File: src/core/wdr_pkg.sv
// Purpose: shared constants and types for the supervision timer with reset-cause flags
// Assumes: one 25 MHz clock; the slow oscillator is modelled as an enable pulse from a divider
// Notes:   register offsets are byte addresses on a 32-bit Avalon-MM slave
//
// How it works
// - flag bits 7 and 6 always read zero
// - scan-port reset sets flag bit 4
// - timeout reset sets flag bit 3
// - supply-drop reset sets flag bit 2
// - reset pin sets flag bit 1
// - power-up clears other flags; write-zero clears
// - power-up flag set at power-up, write-zero clears
// - counter advances on 128 kHz oscillator ticks
// - unrestarted counter expiry triggers configured action
// - interrupt mode: expiry raises wake-capable interrupt
// - reset mode: expiry issues system reset
// - combined mode: interrupt first, then reset
// - period selectable from 16 ms to 8 s
// - always-on option forces reset-only mode, locked
// - clearing reset enable, prescale need timed sequence
// - second write within four cycles loads settings
// - enabled timer survives the reset it causes
// - timeout flag forces reset enable to one
// - change enable self-clears after four cycles
// - vector service clears flag; in combined mode also irq enable
package wdr_pkg;

  localparam int unsigned ADDR_W          = 4;
  localparam int unsigned DATA_W          = 32;
  localparam logic [3:0]  OFS_FLAGS       = 4'h0;
  localparam logic [3:0]  OFS_CTRL        = 4'h4;

  localparam logic [7:0]  FLAGS_RST       = 8'h01;
  localparam logic [7:0]  FLAGS_USED_MASK = 8'h3F;
  localparam logic [7:0]  CTRL_RST        = 8'h00;

  // external reset sources and the fuse, index into the synchroniser vector
  localparam int unsigned SRC_PIN         = 0;
  localparam int unsigned SRC_SUPPLY      = 1;
  localparam int unsigned SRC_SCAN        = 2;
  localparam int unsigned SRC_USB         = 3;
  localparam int unsigned SRC_AON         = 4;
  localparam int unsigned SRC_N           = 5;

  localparam int unsigned CLK_FREQ_KHZ    = 25000;
  localparam int unsigned OSC_FREQ_KHZ    = 128;
  localparam int unsigned OSC_DIV_CYCLES  = CLK_FREQ_KHZ / OSC_FREQ_KHZ;
  localparam int unsigned CE_HOLD_CYCLES  = 4;
  localparam int unsigned PRE_BASE_TICKS  = 2048;
  localparam logic [3:0]  PRE_MAX_CODE    = 4'h9;
  localparam int unsigned CNT_W           = 21;

  typedef struct packed {
    logic       irq_flag;
    logic       irq_en;
    logic       pre_hi;
    logic       chg_en;
    logic       rst_en;
    logic [2:0] pre_lo;
  } wdr_ctrl_t;

  typedef struct packed {
    logic [1:0] rsvd;
    logic       usb;
    logic       scan;
    logic       timeout;
    logic       supply;
    logic       pin;
    logic       power_up;
  } wdr_flags_t;

  typedef enum logic [1:0] {
    WIN_CLOSED = 2'b01,
    WIN_OPEN   = 2'b10
  } wdr_win_t;

endpackage : wdr_pkg

File: src/core/wdr_core.sv
// Purpose: supervision timer with timed-sequence protection and a reset-cause flag register
// Assumes: reset_n is the power-on reset; system resets caused elsewhere do not reset this block
// Notes:   one wait state on every Avalon access; reserved prescale codes act as code 9
`timescale 1ns/10ps

module wdr_core
  import wdr_pkg::*;
#(
  parameter int unsigned OSC_DIV    = OSC_DIV_CYCLES,
  parameter int unsigned BASE_TICKS = PRE_BASE_TICKS
) (
  input  wire logic              ref_clk,
  input  wire logic              reset_n,
  input  wire logic [ADDR_W-1:0] avs_address,
  input  wire logic              avs_read,
  input  wire logic              avs_write,
  input  wire logic [DATA_W-1:0] avs_writedata,
  input  wire logic [3:0]        avs_byteenable,
  output logic      [DATA_W-1:0] avs_readdata,
  output logic                   avs_waitrequest,
  input  wire logic              restart_cmd,
  input  wire logic              irq_vector_ack,
  input  wire logic              always_on_option,
  input  wire logic              pin_reset_evt,
  input  wire logic              supply_drop_evt,
  input  wire logic              scan_reset_evt,
  input  wire logic              usb_reset_evt,
  output logic                   timeout_irq,
  output logic                   timeout_sys_reset
);

  localparam int unsigned DIV_W = $clog2(OSC_DIV + 1);

  // terminal count of the selected period, in oscillator ticks
  function automatic logic [CNT_W-1:0] tick_last(input logic [3:0] code);
    logic [3:0] c;
    c = (code > PRE_MAX_CODE) ? PRE_MAX_CODE : code;
    return (CNT_W'(BASE_TICKS) << c) - CNT_W'(1);
  endfunction : tick_last

  // input synchronisers: a change counts once stages two and three agree
  logic [SRC_N-1:0] sync1_r;
  logic [SRC_N-1:0] sync2_r;
  logic [SRC_N-1:0] sync3_r;
  logic [SRC_N-1:0] filt_r;
  wire  [SRC_N-1:0] ext_in   = {always_on_option, usb_reset_evt, scan_reset_evt, supply_drop_evt, pin_reset_evt};
  wire  [SRC_N-1:0] agree    = ~(sync2_r ^ sync3_r);
  wire  [SRC_N-1:0] filt_nxt = (agree & sync2_r) | (~agree & filt_r);
  wire  [SRC_N-1:0] src_rise = filt_nxt & ~filt_r;
  wire              aon      = filt_r[SRC_AON];

  always_ff @(posedge ref_clk or negedge reset_n) begin
    if (!reset_n) begin
      sync1_r <= '0;
      sync2_r <= '0;
      sync3_r <= '0;
      filt_r  <= '0;
    end else begin
      sync1_r <= ext_in;
      sync2_r <= sync1_r;
      sync3_r <= sync2_r;
      filt_r  <= filt_nxt;
    end
  end

  // registers
  wdr_ctrl_t        ctrl_r;
  wdr_ctrl_t        ctrl_nxt;
  wdr_flags_t       flags_r;
  wdr_flags_t       flags_nxt;
  wdr_win_t         win_r;
  wdr_win_t         win_nxt;
  logic [2:0]       ce_cnt_r;
  logic [2:0]       ce_cnt_nxt;
  logic [DIV_W-1:0] div_r;
  logic             osc_tick_r;
  logic [CNT_W-1:0] cnt_r;
  logic [CNT_W-1:0] cnt_nxt;
  logic             wait_r;
  logic [DATA_W-1:0] rdata_r;
  logic             irq_r;
  logic             sysrst_r;

  // avalon slave: the first cycle of a request is always stalled
  wire        req       = avs_read | avs_write;
  wire        take      = req & ~wait_r;
  wire        do_wr     = avs_write & take & avs_byteenable[0];
  wire        sel_flags = (avs_address == OFS_FLAGS);
  wire        sel_ctrl  = (avs_address == OFS_CTRL);
  wire        wr_flags  = do_wr & sel_flags;
  wire        wr_ctrl   = do_wr & sel_ctrl;
  wire wdr_flags_t wr_f = wdr_flags_t'(avs_writedata[7:0]);
  wire wdr_ctrl_t  wr_c = wdr_ctrl_t'(avs_writedata[7:0]);

  // effective mode, with the fuse and the timeout flag overriding stored bits
  wire        wde_eff   = ctrl_r.rst_en | flags_r.timeout | aon;
  wire        timeout_irq_enable_eff  = ctrl_r.irq_en & ~aon;
  wire        running   = wde_eff | timeout_irq_enable_eff;
  wire        intr_mode = timeout_irq_enable_eff & ~wde_eff;
  wire        comb_mode = timeout_irq_enable_eff & wde_eff;
  wire        rst_mode  = wde_eff & ~timeout_irq_enable_eff;
  wire [3:0]  pre_code  = {ctrl_r.pre_hi, ctrl_r.pre_lo};
  wire [CNT_W-1:0] last = tick_last(pre_code);

  wire        expire    = osc_tick_r & running & (cnt_r == last);
  wire        fire_irq  = expire & (intr_mode | (comb_mode & ~ctrl_r.irq_flag));
  wire        fire_rst  = expire & (rst_mode | (comb_mode & ctrl_r.irq_flag));
  wire        any_reset = fire_rst | (|src_rise[SRC_USB:SRC_PIN]);

  // timed sequence
  wire        win_open  = (win_r == WIN_OPEN);
  wire        arm       = wr_ctrl & wr_c.chg_en & wr_c.rst_en;
  wire        win_load  = wr_ctrl & win_open & ~wr_c.chg_en;
  wire        irq_clr   = (wr_ctrl & wr_c.irq_flag) | irq_vector_ack;

  wire wdr_ctrl_t  ctrl_rd  = '{irq_flag: ctrl_r.irq_flag, irq_en: timeout_irq_enable_eff, pre_hi: ctrl_r.pre_hi,
                                chg_en: ctrl_r.chg_en, rst_en: wde_eff, pre_lo: ctrl_r.pre_lo};
  wire wdr_flags_t flags_rd = wdr_flags_t'(flags_r & FLAGS_USED_MASK);
  wire [DATA_W-1:0] rd_mux  = sel_flags ? {24'h00_0000, flags_rd} :
                              sel_ctrl  ? {24'h00_0000, ctrl_rd}  : 32'h0000_0000;

  always_comb begin
    win_nxt    = win_r;
    ce_cnt_nxt = ce_cnt_r;
    case (win_r)
      WIN_CLOSED: begin
        if (arm) begin
          win_nxt    = WIN_OPEN;
          ce_cnt_nxt = 3'(CE_HOLD_CYCLES - 1);
        end
      end
      WIN_OPEN: begin
        if (win_load || ce_cnt_r == 3'h0) begin
          win_nxt    = WIN_CLOSED;
          ce_cnt_nxt = 3'h0;
        end else begin
          ce_cnt_nxt = ce_cnt_r - 3'h1;
        end
      end
      default: begin
        win_nxt    = WIN_CLOSED;
        ce_cnt_nxt = 3'h0;
      end
    endcase
  end

  always_comb begin
    ctrl_nxt = ctrl_r;
    // hardware set wins over a software clear in the same cycle
    ctrl_nxt.irq_flag = fire_irq | (ctrl_r.irq_flag & ~irq_clr);
    if (aon) begin
      ctrl_nxt.irq_en = 1'b0;
    end else if (wr_ctrl) begin
      ctrl_nxt.irq_en = wr_c.irq_en;
    end else if (irq_vector_ack && comb_mode) begin
      ctrl_nxt.irq_en = 1'b0;
    end
    // an ordinary write may only set the reset enable; clearing needs the window
    if (win_load) begin
      ctrl_nxt.rst_en = wr_c.rst_en;
      ctrl_nxt.pre_hi = wr_c.pre_hi;
      ctrl_nxt.pre_lo = wr_c.pre_lo;
    end else if (wr_ctrl) begin
      ctrl_nxt.rst_en = ctrl_r.rst_en | wr_c.rst_en;
    end
    ctrl_nxt.chg_en = (win_nxt == WIN_OPEN);
  end

  always_comb begin
    flags_nxt = flags_r;
    if (wr_flags) begin
      flags_nxt = wdr_flags_t'(flags_r & wr_f);
    end
    flags_nxt.pin      = flags_nxt.pin      | src_rise[SRC_PIN];
    flags_nxt.supply   = flags_nxt.supply   | src_rise[SRC_SUPPLY];
    flags_nxt.timeout  = flags_nxt.timeout  | fire_rst;
    flags_nxt.scan     = flags_nxt.scan     | src_rise[SRC_SCAN];
    flags_nxt.usb      = flags_nxt.usb      | src_rise[SRC_USB];
    flags_nxt.rsvd     = 2'b00;
  end

  always_comb begin
    if (restart_cmd || !running || expire || any_reset) begin
      cnt_nxt = '0;
    end else if (osc_tick_r) begin
      cnt_nxt = cnt_r + CNT_W'(1);
    end else begin
      cnt_nxt = cnt_r;
    end
  end

  // power-up sets only the power-up flag; the other causes start cleared
  always_ff @(posedge ref_clk or negedge reset_n) begin
    if (!reset_n) begin
      flags_r  <= wdr_flags_t'(FLAGS_RST);
      ctrl_r   <= wdr_ctrl_t'(CTRL_RST);
      win_r    <= WIN_CLOSED;
      ce_cnt_r <= 3'h0;
      cnt_r    <= '0;
    end else begin
      flags_r  <= flags_nxt;
      ctrl_r   <= ctrl_nxt;
      win_r    <= win_nxt;
      ce_cnt_r <= ce_cnt_nxt;
      cnt_r    <= cnt_nxt;
    end
  end

  // slow oscillator stand-in: one tick every OSC_DIV cycles
  always_ff @(posedge ref_clk or negedge reset_n) begin
    if (!reset_n) begin
      div_r      <= '0;
      osc_tick_r <= 1'b0;
    end else begin
      osc_tick_r <= (div_r == DIV_W'(OSC_DIV - 1));
      div_r      <= (div_r == DIV_W'(OSC_DIV - 1)) ? '0 : div_r + DIV_W'(1);
    end
  end

  always_ff @(posedge ref_clk or negedge reset_n) begin
    if (!reset_n) begin
      wait_r   <= 1'b1;
      rdata_r  <= '0;
      irq_r    <= 1'b0;
      sysrst_r <= 1'b0;
    end else begin
      wait_r   <= ~(req & wait_r);
      if (avs_read && wait_r) begin
        rdata_r <= rd_mux;
      end
      // level output, independent of sleep, so it can wake the core
      irq_r    <= ctrl_nxt.irq_flag & ~aon;
      sysrst_r <= fire_rst;
    end
  end

  assign avs_readdata      = rdata_r;
  assign avs_waitrequest   = wait_r;
  assign timeout_irq       = irq_r;
  assign timeout_sys_reset = sysrst_r;
endmodule : wdr_core

File: config.mk
export PLATFORM = sky130hd
export DESIGN_NAME = wdr_core
export DESIGN_NICKNAME = d
export VERILOG_FILES = /design/src/core/wdr_pkg.sv /design/src/core/wdr_core.sv
export SDC_FILE = /design/constraint.sdc
export NUM_CORES = 1
export LEC_CHECK = 0
export BUFFER_PORTS_ARGS = -buffer_cell sky130_fd_sc_hd__buf_4
export CORE_MARGIN = 4
export CORE_UTILIZATION = 44
export DETAILED_ROUTE_END_ITERATION = 10
export PLACE_DENSITY = 0.7
export RECOVER_POWER = 100
export SLEW_MARGIN = 30
export SYNTH_ARGS = -nofsm -noshare
export SYNTH_HDL_FRONTEND = slang
export SYNTH_SLANG_ARGS = --single-unit
File: constraint.sdc
create_clock -name ref_clk -period 5.4 [get_ports ref_clk]
set_clock_uncertainty 0.05 [all_clocks]
set_input_delay 1.35 -clock ref_clk [delete_from_list [all_inputs] [get_ports ref_clk]]
set_output_delay 1.35 -clock ref_clk [all_outputs]
set_load 0.03 [all_outputs]
==> impl_results.md, run 1 <==
- Status: complete, no violations
- Detailed placement HPWL: around 5500 um
- Pwr Density: between 200 and 300 nW/um^2
- Chip height: approximately 100 um
- Clock slew at reported path FFs: roughly 0.080 ns
- Critical Path Start: avs_address[1]
- Drc violations: 0
- CP Max Fanout: 7
- FF+latch count, synth: 80
- Peak supply drop: roughly 180 uV
- Root buf cell: clkbuf_8
- Yosys Warn Count: 0
- Final setup viols: 0
- Post-CTS Setup Bufs: 0
- GR Util met1: between 10% and 20%
- Row cnt: 34
- TritonRoute pass-1 iters: 4
- Overall power: 1.213 mW
- Dpl cell area: 4303 um^2
- Worst Hold Class: reg -> reg
- Worst-Skew Late Latency: between 0.3 and 0.4 ns
- Max frequency: approximately 270 MHz
- Critical path cell sequence: clkbuf_4, or4b_1, nor4b_1, nor2b_1, a21boi_0, a2111oi_0
- GR Util met3: between 2 and 3%
- Worst r2r path cells: 8
- WP data required: ~5.6 ns
- Initial DRC Count: 120
- Total number of vias: ~2,900
- Drt total wl: approximately 7600 um
- Gpl congestion: 0.8139
- Syn Area/Cell: around 11 um^2
- Initial antenna violation count: 0
- Crit-path max cell delay: around 1.2 ns
- Sequential share of the synthesized area: between 40 and 50%
- Synthesized cell area: 4091 um^2
- Worst hold start: sync1_r[1]
- WHS: 0.3117 ns
- Die width: 104.4 um
- Number of vias per cell: between 5 and 6
- Final #Nets: 477
- RSZ-0062 raised after global routing: false
- GRT Overall Usage: between 10% and 20%
- Dominant cells by area after synthesis: dfrtp_1 (47%), buf_4 (4.6%), xnor2_1 (4.5%)
- Post-synth top area share: 47.09%
- Setup CP Type: in -> reg
- First-pass GRT wire length: around 13,000 um
- Period utilization: 68.86%
- Maxcap violations: 0
- Layout area overhead: 8.471%
- Largest area contributor in the netlist: dfrtp_1
- Number of port buffers: 34
- Wirelength per Cell: between 10 and 15 um
- Most Crowded Layer GR: met2
- DIE AREA: 10,910 um^2
- Fillers: 820
- Worst Setup End Kind: flip-flop
- Worst Max-Slew Pin Slew: between 1 and 1.5 ns
- Worst Hold Depth: 0
- Met2 Track Usage GR: 23.25%
- Worst setup SP type: primary input
- Number of global-route vias before repair: about 2,800
- CTS resizes: 0
- Library cells used by synthesis: a little under 60
- Max_slew headroom: under 10%
- Setup TNS: 0 ns
- Largest net degree at the start of global routing: 81
- Io pins: 86
- Leakage: roughly 1.9 nW
- Starting Density: a little under half
- Synth async-reset ratio: 100.0%
- Layout cells sized above 1: 12.06%
- CP max-delay cell: nor4b_1
- Fin. max-slew vios: 0
- TritonCTS Buffers: 9
- CTS tree: done
- GRT overflow: 0
- Post-synth EDFFs: 0
- Fin area: 4438 um^2
- Post-Synthesis Cells: between 300 and 400
- Min cycle time layout: 3.718 ns
- Worst setup margin: around 1.7 ns
- Antenna diodes: 0
- Worst reg2reg path startpoint: ctrl_r[5]
- Final ANT Viol Nets: 0
- Setup WS pre-CTS: 2.136 ns
- Hold Fails Final Rpt: 0
- Hold-fix buffers at CTS: 0
- Arr. time, crit path: slightly below 4 ns
- CTS max path bufs: 2
- Max H-tree Level: 3
- Core box area: slightly below 9000 um^2
- Ys flop type: dfrtp_1
- Clk sinks: 80
## cell type report
cell class	instances	area, um^2	area share [%]
Tap cell	108	135.1	3.045
Clock inverter	4	51.30	1.156
Sequential cell	80	2006	45.19
Clock buffer	12	155.1	3.496
Timing Repair Buffer	34	221.5	4.990
Inverter	13	48.80	1.100
Multi-Input combinational cell	280	1821	41.02
## worst max-delay path: cells and delay by family
family | cells | cell delay, ns
and+or+nand+nor | 3 | 2.02
AOI/OAI and AO/OA | 2 | 0.40
buffers and inverters | 1 | 0.11
## kinds of logic (layout without fill, tap and decap cells)
kind of cell	after synthesis	after routing	synth area share [%]
AOI/OAI and AO/OA	64	64	10.76
xor gates and xnor gates	28	28	5.994
muxes	11	11	2.813
DFF	80	80	49.02
and+or+nand+nor	140	140	19.97
buffers and inverters	52	63	7.676
other	1	24	0.09166
adders and majority gates	13	13	3.670
## sequential cells by signal, indices dropped and copies added (netlist names), 2 cells and up, named ones only
signal	cells
sync3_r	5
ctrl_r	8
div_r	8
cnt_r	21
flags_r	6
ce_cnt_r	3
sync1_r	5
filt_r	4
avs_readdata	8
sync2_r	5
win_r	2
## metrics by stage
step / instances / util (%)
after global routing: 531 / 49.92
after CTS: 531 / 50.72
final: 531 / 49.92
after global placement: 515 / 48.40
after floorplan: 412 / -
after detailed placement: 515 / 48.40
## layer usage
layer	routed length (um)	share of wire, %	up-vias
met2	3664	48	69
met3	330	4.3	11
met1	3508	46	1378
met5	0	0	-
li1	-	-	1398
met4	135	1.8	0
## layout by cell type (no fill, tap or decap), types with 4 or more instances in the layout
cell type   n
nor4_1      7
nor4b_1     4
nand2b_1    4
mux2i_1     7
clkbuf_1   11
a21oi_1     8
nand3b_1    5
inv_1      13
clkbuf_4    7
nand2_1    29
maj3_1      5
nand4_1     7
and3_1      4
dfrtp_1    77
clkbuf_8   11
o31ai_1     9
o211ai_1    5
xor2_1      7
xnor2_1    21
ha_1        8
nor3_1     28
conb_1     24
buf_4      16
nor2_1     17
o21ai_0    18
nand3_1    13
## synthesized netlist by cell type (3+ instances only)
| library cell | n |
|---|---|
| o21bai_1 | 3 |
| nand2b_1 | 4 |
| mux2_2 | 4 |
| xor2_1 | 7 |
| o211ai_1 | 5 |
| nor2b_1 | 3 |
| a21oi_1 | 8 |
| nand2_1 | 29 |
| dfstp_2 | 3 |
| ha_1 | 8 |
| nor2_1 | 17 |
| inv_1 | 13 |
| o21ai_0 | 18 |
| o31ai_1 | 9 |
| nor3_1 | 25 |
| dfrtp_1 | 77 |
| nand3b_1 | 5 |
| buf_6 | 3 |
| o21a_1 | 3 |
| nand3_1 | 13 |
| or3_1 | 3 |
| nor3_2 | 4 |
| clkbuf_1 | 9 |
| and3_1 | 4 |
| maj3_1 | 5 |
| xnor2_1 | 21 |
| mux2i_1 | 7 |
| nand4_1 | 7 |
| nor4b_1 | 3 |
| buf_4 | 25 |
| nor4_1 | 7 |
## path summary, 6_finish.rpt
kind | end | slack [ns]
setup / recovery | ctrl_r[4] | 1.68
hold / removal | sync2_r[1] | 0.31
setup reg to reg | cnt_r[12] | 2.04
hold reg to reg | sync2_r[1] | 0.31
max in group asynchronous | cnt_r[5] | 3.83
min in group asynchronous | ctrl_r[6] | 0.94
## power breakdown
group	leakage, nW	total, mW	internal, mW	switching, mW
sequential	1.01	0.638	0.624	0.0141
combinational	0.738	0.123	0.0383	0.0849
clock	0.103	0.452	0.240	0.212
total	1.86	1.21	0.902	0.311
No activity file was read; power rests on OpenSTA's default activity.
==> inputs of run 2 (changes only) <==
Settings changed: ABC_AREA set to 1.
Clock period 5.4 ns to 3.8 ns, I/O delays scaled along.
==> run 2 against run 1 <==
  * The run now ends with capacitance limit, slew limit left
  * Global-route usage up 1.2 points
  * First-iteration DRC count up 33%
  * Clock power up 41%
  * Register-to-register slack worse by 1.1 ns
  * Synthesized cell count up 33%
  * Final cell count up 30%
  * Combinational power up 110%
  * Via count up 19%
  * Core utilization up 0.31 points
  * Design area up 6.1%
  * Critical path type is now reg -> reg
==> impl_results.md, run 2 <==
- Status: finished with violations (was complete, no violations)
- Hold-fix buffers at CTS: 0 (unchanged)
- DIE AREA: 11,380 um^2 (was 10,910 um^2)
- Chip height: 106.7 um (was 104.4 um)
- Max_slew headroom: -28.71% (was 6.433%)
- Io pins: 86 (unchanged)
- GRT Overall Usage: 15.91% (was 14.72%)
- CTS max path bufs: 2 (unchanged)
- Worst Max-Slew Pin Slew: 1.931 ns (was 1.384 ns)
- Synth async-reset ratio: 100.0% (unchanged)
- Dominant cells by area after synthesis: dfrtp_1 (45%), nand2_1 (10%), nor2_1 (5.8%) (was dfrtp_1 (47%), buf_4 (4.6%), xnor2_1 (4.5%))
- Final #Nets: 613 (was 477)
- Syn Area/Cell: 8.303 um^2 (was 10.52 um^2)
- CP max-delay cell: dfrtp_1 (was nor4b_1)
- Final ANT Viol Nets: 0 (unchanged)
- Number of global-route vias before repair: 3,237 (was 2,781)
- Count leader, synth: nand2_1 (was dfrtp_1)
- Main combinational cell family by area after synthesis: simple AND/OR/NAND/NOR gates (unchanged)
- Max H-tree Level: 3 (unchanged)
- Worst path most repeated cell: nand2_1
- Worst setup SP type: flip-flop (was primary input)
- Post-CTS Setup Bufs: 0 (unchanged)
- Period utilization: 74.47%
- GRT overflow: 0 (unchanged)
- Max frequency: between 300 and 400 MHz
- Number of port buffers: 34 (unchanged)
- Maxcap violations: 1 (was 0)
- Antenna diodes: 0 (unchanged)
- Setup CP Type: reg -> reg (was in -> reg)
- TritonRoute pass-1 iters: 4 (unchanged)
- RSZ-0062 raised after global routing: false (unchanged)
- CP Max Fanout: 25 (was 7)
- Yosys Warn Count: 0 (unchanged)
- Clk sinks: 80 (unchanged)
- Worst Hold Depth: 0 (unchanged)
- Hold path endpoint: sync2_r[3] (was sync2_r[1])
- Flip-flop count of the largest register after layout: 21 (unchanged)
- R2r endpoint: cnt_r[1] (was cnt_r[12])
- Number of vias per cell: 4.953 (was 5.379)
- Row cnt: 35 (was 34)
- Post-Synthesis Cells: 516 (was 389)
- Worst-Skew Late Latency: 0.35 ns (about the same)
- First-pass GRT wire length: 14,700 um (was 13,080 um)
- Fin area: 4707 um^2 (was 4438 um^2)
- Worst r2r path cells: 14 (was 8)
- Final setup viols: 0 (unchanged)
- WP data required: 3.97 ns (was 5.56 ns)
- Leakage: 2.171 nW (was 1.855 nW)
- Pwr Density: 387.5 nW/um^2 (was 273.4 nW/um^2)
- Initial DRC Count: 160 (was 120)
- Peak supply drop: 223.8 uV (was 176.4 uV)
- Largest net degree at the start of global routing: 81 (unchanged)
- Worst Setup End Kind: flip-flop (unchanged)
- Min cycle time layout: ~2.8 ns
- Biggest register: cnt_r (unchanged)
- Fin. max-slew vios: 81 (was 0)
- Detailed placement HPWL: 6407 um (was 5503 um)
- Critical path cell sequence: inv_1, nand4_1, ha_1, inv_1, nand2_1, nand2_1, nor2_1, nand2_1, nor2_2, nand3_1, nor2_1, nand3_4, nand2_1, a21oi_1 (was clkbuf_4, or4b_1, nor4b_1, nor2b_1, a21boi_0, a2111oi_0)
- Arr. time, crit path: 3.00 ns (was 3.88 ns)
- Overall power: 1.824 mW (was 1.213 mW)
- Post-synth top area share: 44.98% (was 47.09%)
- CTS tree: done (unchanged)
- Sequential share of the synthesized area: 46.82% (was 49.02%)
- Failing checks: capacitance limit, slew limit
- Simple-Gate Fraction of Synth Area: 28.71% (was 19.97%)
- Post-Synth Adder-Cell Area: 3.505% (was 3.670%)
- Total number of vias: 3,408 (was 2,856)
- Gpl congestion: 0.8878 (was 0.8139)
- Hold Fails Final Rpt: 0 (unchanged)
- Layout cells sized above 1: 9.302% (was 12.06%)
- Worst Hold Class: reg -> reg (unchanged)
- Dpl cell area: 4566 um^2 (was 4303 um^2)
- Post-synthesis mux area share: 0% (was 2.813%)
- Drc violations: 0 (unchanged)
- Ys flop type: dfrtp_1 (unchanged)
- TritonCTS Buffers: 9 (unchanged)
- R2R Setup Slk: 0.97 ns (was 2.04 ns)
- Library cells used by synthesis: 40 (was 59)
- Largest area contributor in the netlist: dfrtp_1 (unchanged)
- Drt total wl: 8628 um (was 7639 um)
- Crit-path max cell delay: 0.43 ns (was 1.16 ns)
- Wirelength per Cell: 12.54 um (was 14.39 um)
- Post-synth EDFFs: 0 (unchanged)
- Clock slew at reported path FFs: 0.09 ns (was 0.08 ns)
- Compound-Gate Fraction of Synth Area: 5.841% (was 10.76%)
- Setup TNS: 0 ns (unchanged)
- Most frequent cells in the layout: nand2_1 (116), dfrtp_1 (77), nor2_1 (68) (was dfrtp_1 (77), nand2_1 (29), nor3_1 (28))
- Root buf cell: clkbuf_8 (unchanged)
- Synthesized cell area: 4284 um^2 (was 4091 um^2)
- Most frequent cells after synthesis: nand2_1 (115), dfrtp_1 (77), nor2_1 (66), inv_1 (51), nand4_1 (35) (was dfrtp_1 (77), nand2_1 (29), buf_4 (25), nor3_1 (25), xnor2_1 (21))
- Core box area: 9371 um^2 (was 8891 um^2)
- Commonest non-fill, non-tap cell in the layout: nand2_1 (was dfrtp_1)
- FF+latch count, synth: 80 (unchanged)
- Worst hold start: sync1_r[3] (was sync1_r[1])
- Initial antenna violation count: 0 (unchanged)
- Starting Density: 45.71% (was 46.02%)
- Worst reg2reg path startpoint: ctrl_r[5] (unchanged)
- XOR/XNOR share of the synthesized area: 4.702% (was 5.994%)
- CTS resizes: 0 (unchanged)
- Die width: 106.7 um (was 104.4 um)
- Layout area overhead: 9.871% (was 8.471%)
run 2: routing by layer:
| layer | up-vias | routed length, um | GRT usage, % |
|---|---|---|---|
| met5 | - | 0 | 0 |
| met4 | 0 | 104 | 5.297 |
| met3 | 8 | 367 | 3.612 |
| met2 | 77 | 4162 | 26.48 |
| met1 | 1600 | 3994 | 20.54 |
| li1 | 1723 | - | - |
run 2: power by group:
part | leakage [nW] | total (mW) | internal (mW) | switching [mW]
combinational | 1.08 | 0.259 | 0.0791 | 0.180
clock | 0.0977 | 0.637 | 0.310 | 0.327
sequential | 0.992 | 0.929 | 0.900 | 0.0282
run 2: kinds of logic (layout without fill, tap and decap cells):
| family | after synthesis | in the layout |
|---|---|---|
| adders and majority gates | 13 | 13 |
| AOI/OAI and AO/OA | 42 | 42 |
| buffers and inverters | 87 | 107 |
| and+or+nand+nor | 270 | 270 |
| DFF | 80 | 80 |
| other | 1 | 24 |
| xor gates and xnor gates | 23 | 23 |
run 2: worst max path at each step:
stage | start | end | slack, ns | depth (start not counted)
2_1_floorplan | ctrl_r[5] | cnt_r[13] | 1.70 | 16
3_3_place_gp | ctrl_r[5] | cnt_r[1] | 1.32 | 14
3_5_place_dp | ctrl_r[5] | cnt_r[1] | 1.25 | 14
4_1_cts | ctrl_r[5] | cnt_r[1] | 1.23 | 14
5_1_grt | ctrl_r[5] | cnt_r[1] | 0.69 | 14
6_report | ctrl_r[5] | cnt_r[1] | 0.97 | 14
run 2: stage by stage:
step	instances	setup WS [ns]	hold slack (ns)	utilization (%)
2_1_floorplan	539	1.702	0.2812	-
5_1_grt	688	0.6863	0.3175	50.23
3_5_place_dp	672	1.248	0.2847	48.72
4_1_cts	688	1.227	0.3059	50.88
6_report	688	0.9702	0.3041	50.23
3_3_place_gp	672	1.317	0.2828	48.72
run 2: critical path, delay by kind of cell, from the launching register on:
| family | cells | cell delay, ns |
|---|---|---|
| AO/OA/AOI/OAI | 1 | 0.08 |
| adder cells (fa/ha/maj) | 1 | 0.37 |
| buffers and inverters | 2 | 0.32 |
| flip-flops | 1 | 0.43 |
| AND/OR/NAND/NOR | 10 | 1.45 |
run 2: area by class of cell:
class                           instances  area, um^2
Multi-Input combinational cell        372        1908
Clock inverter                          7       78.83
Inverter                               55       206.4
Clock buffer                            9       123.9
Timing Repair Buffer                   36       222.7
Sequential cell                        80        2006
Tap cell                              129       161.4
Fill cell                             886        4664
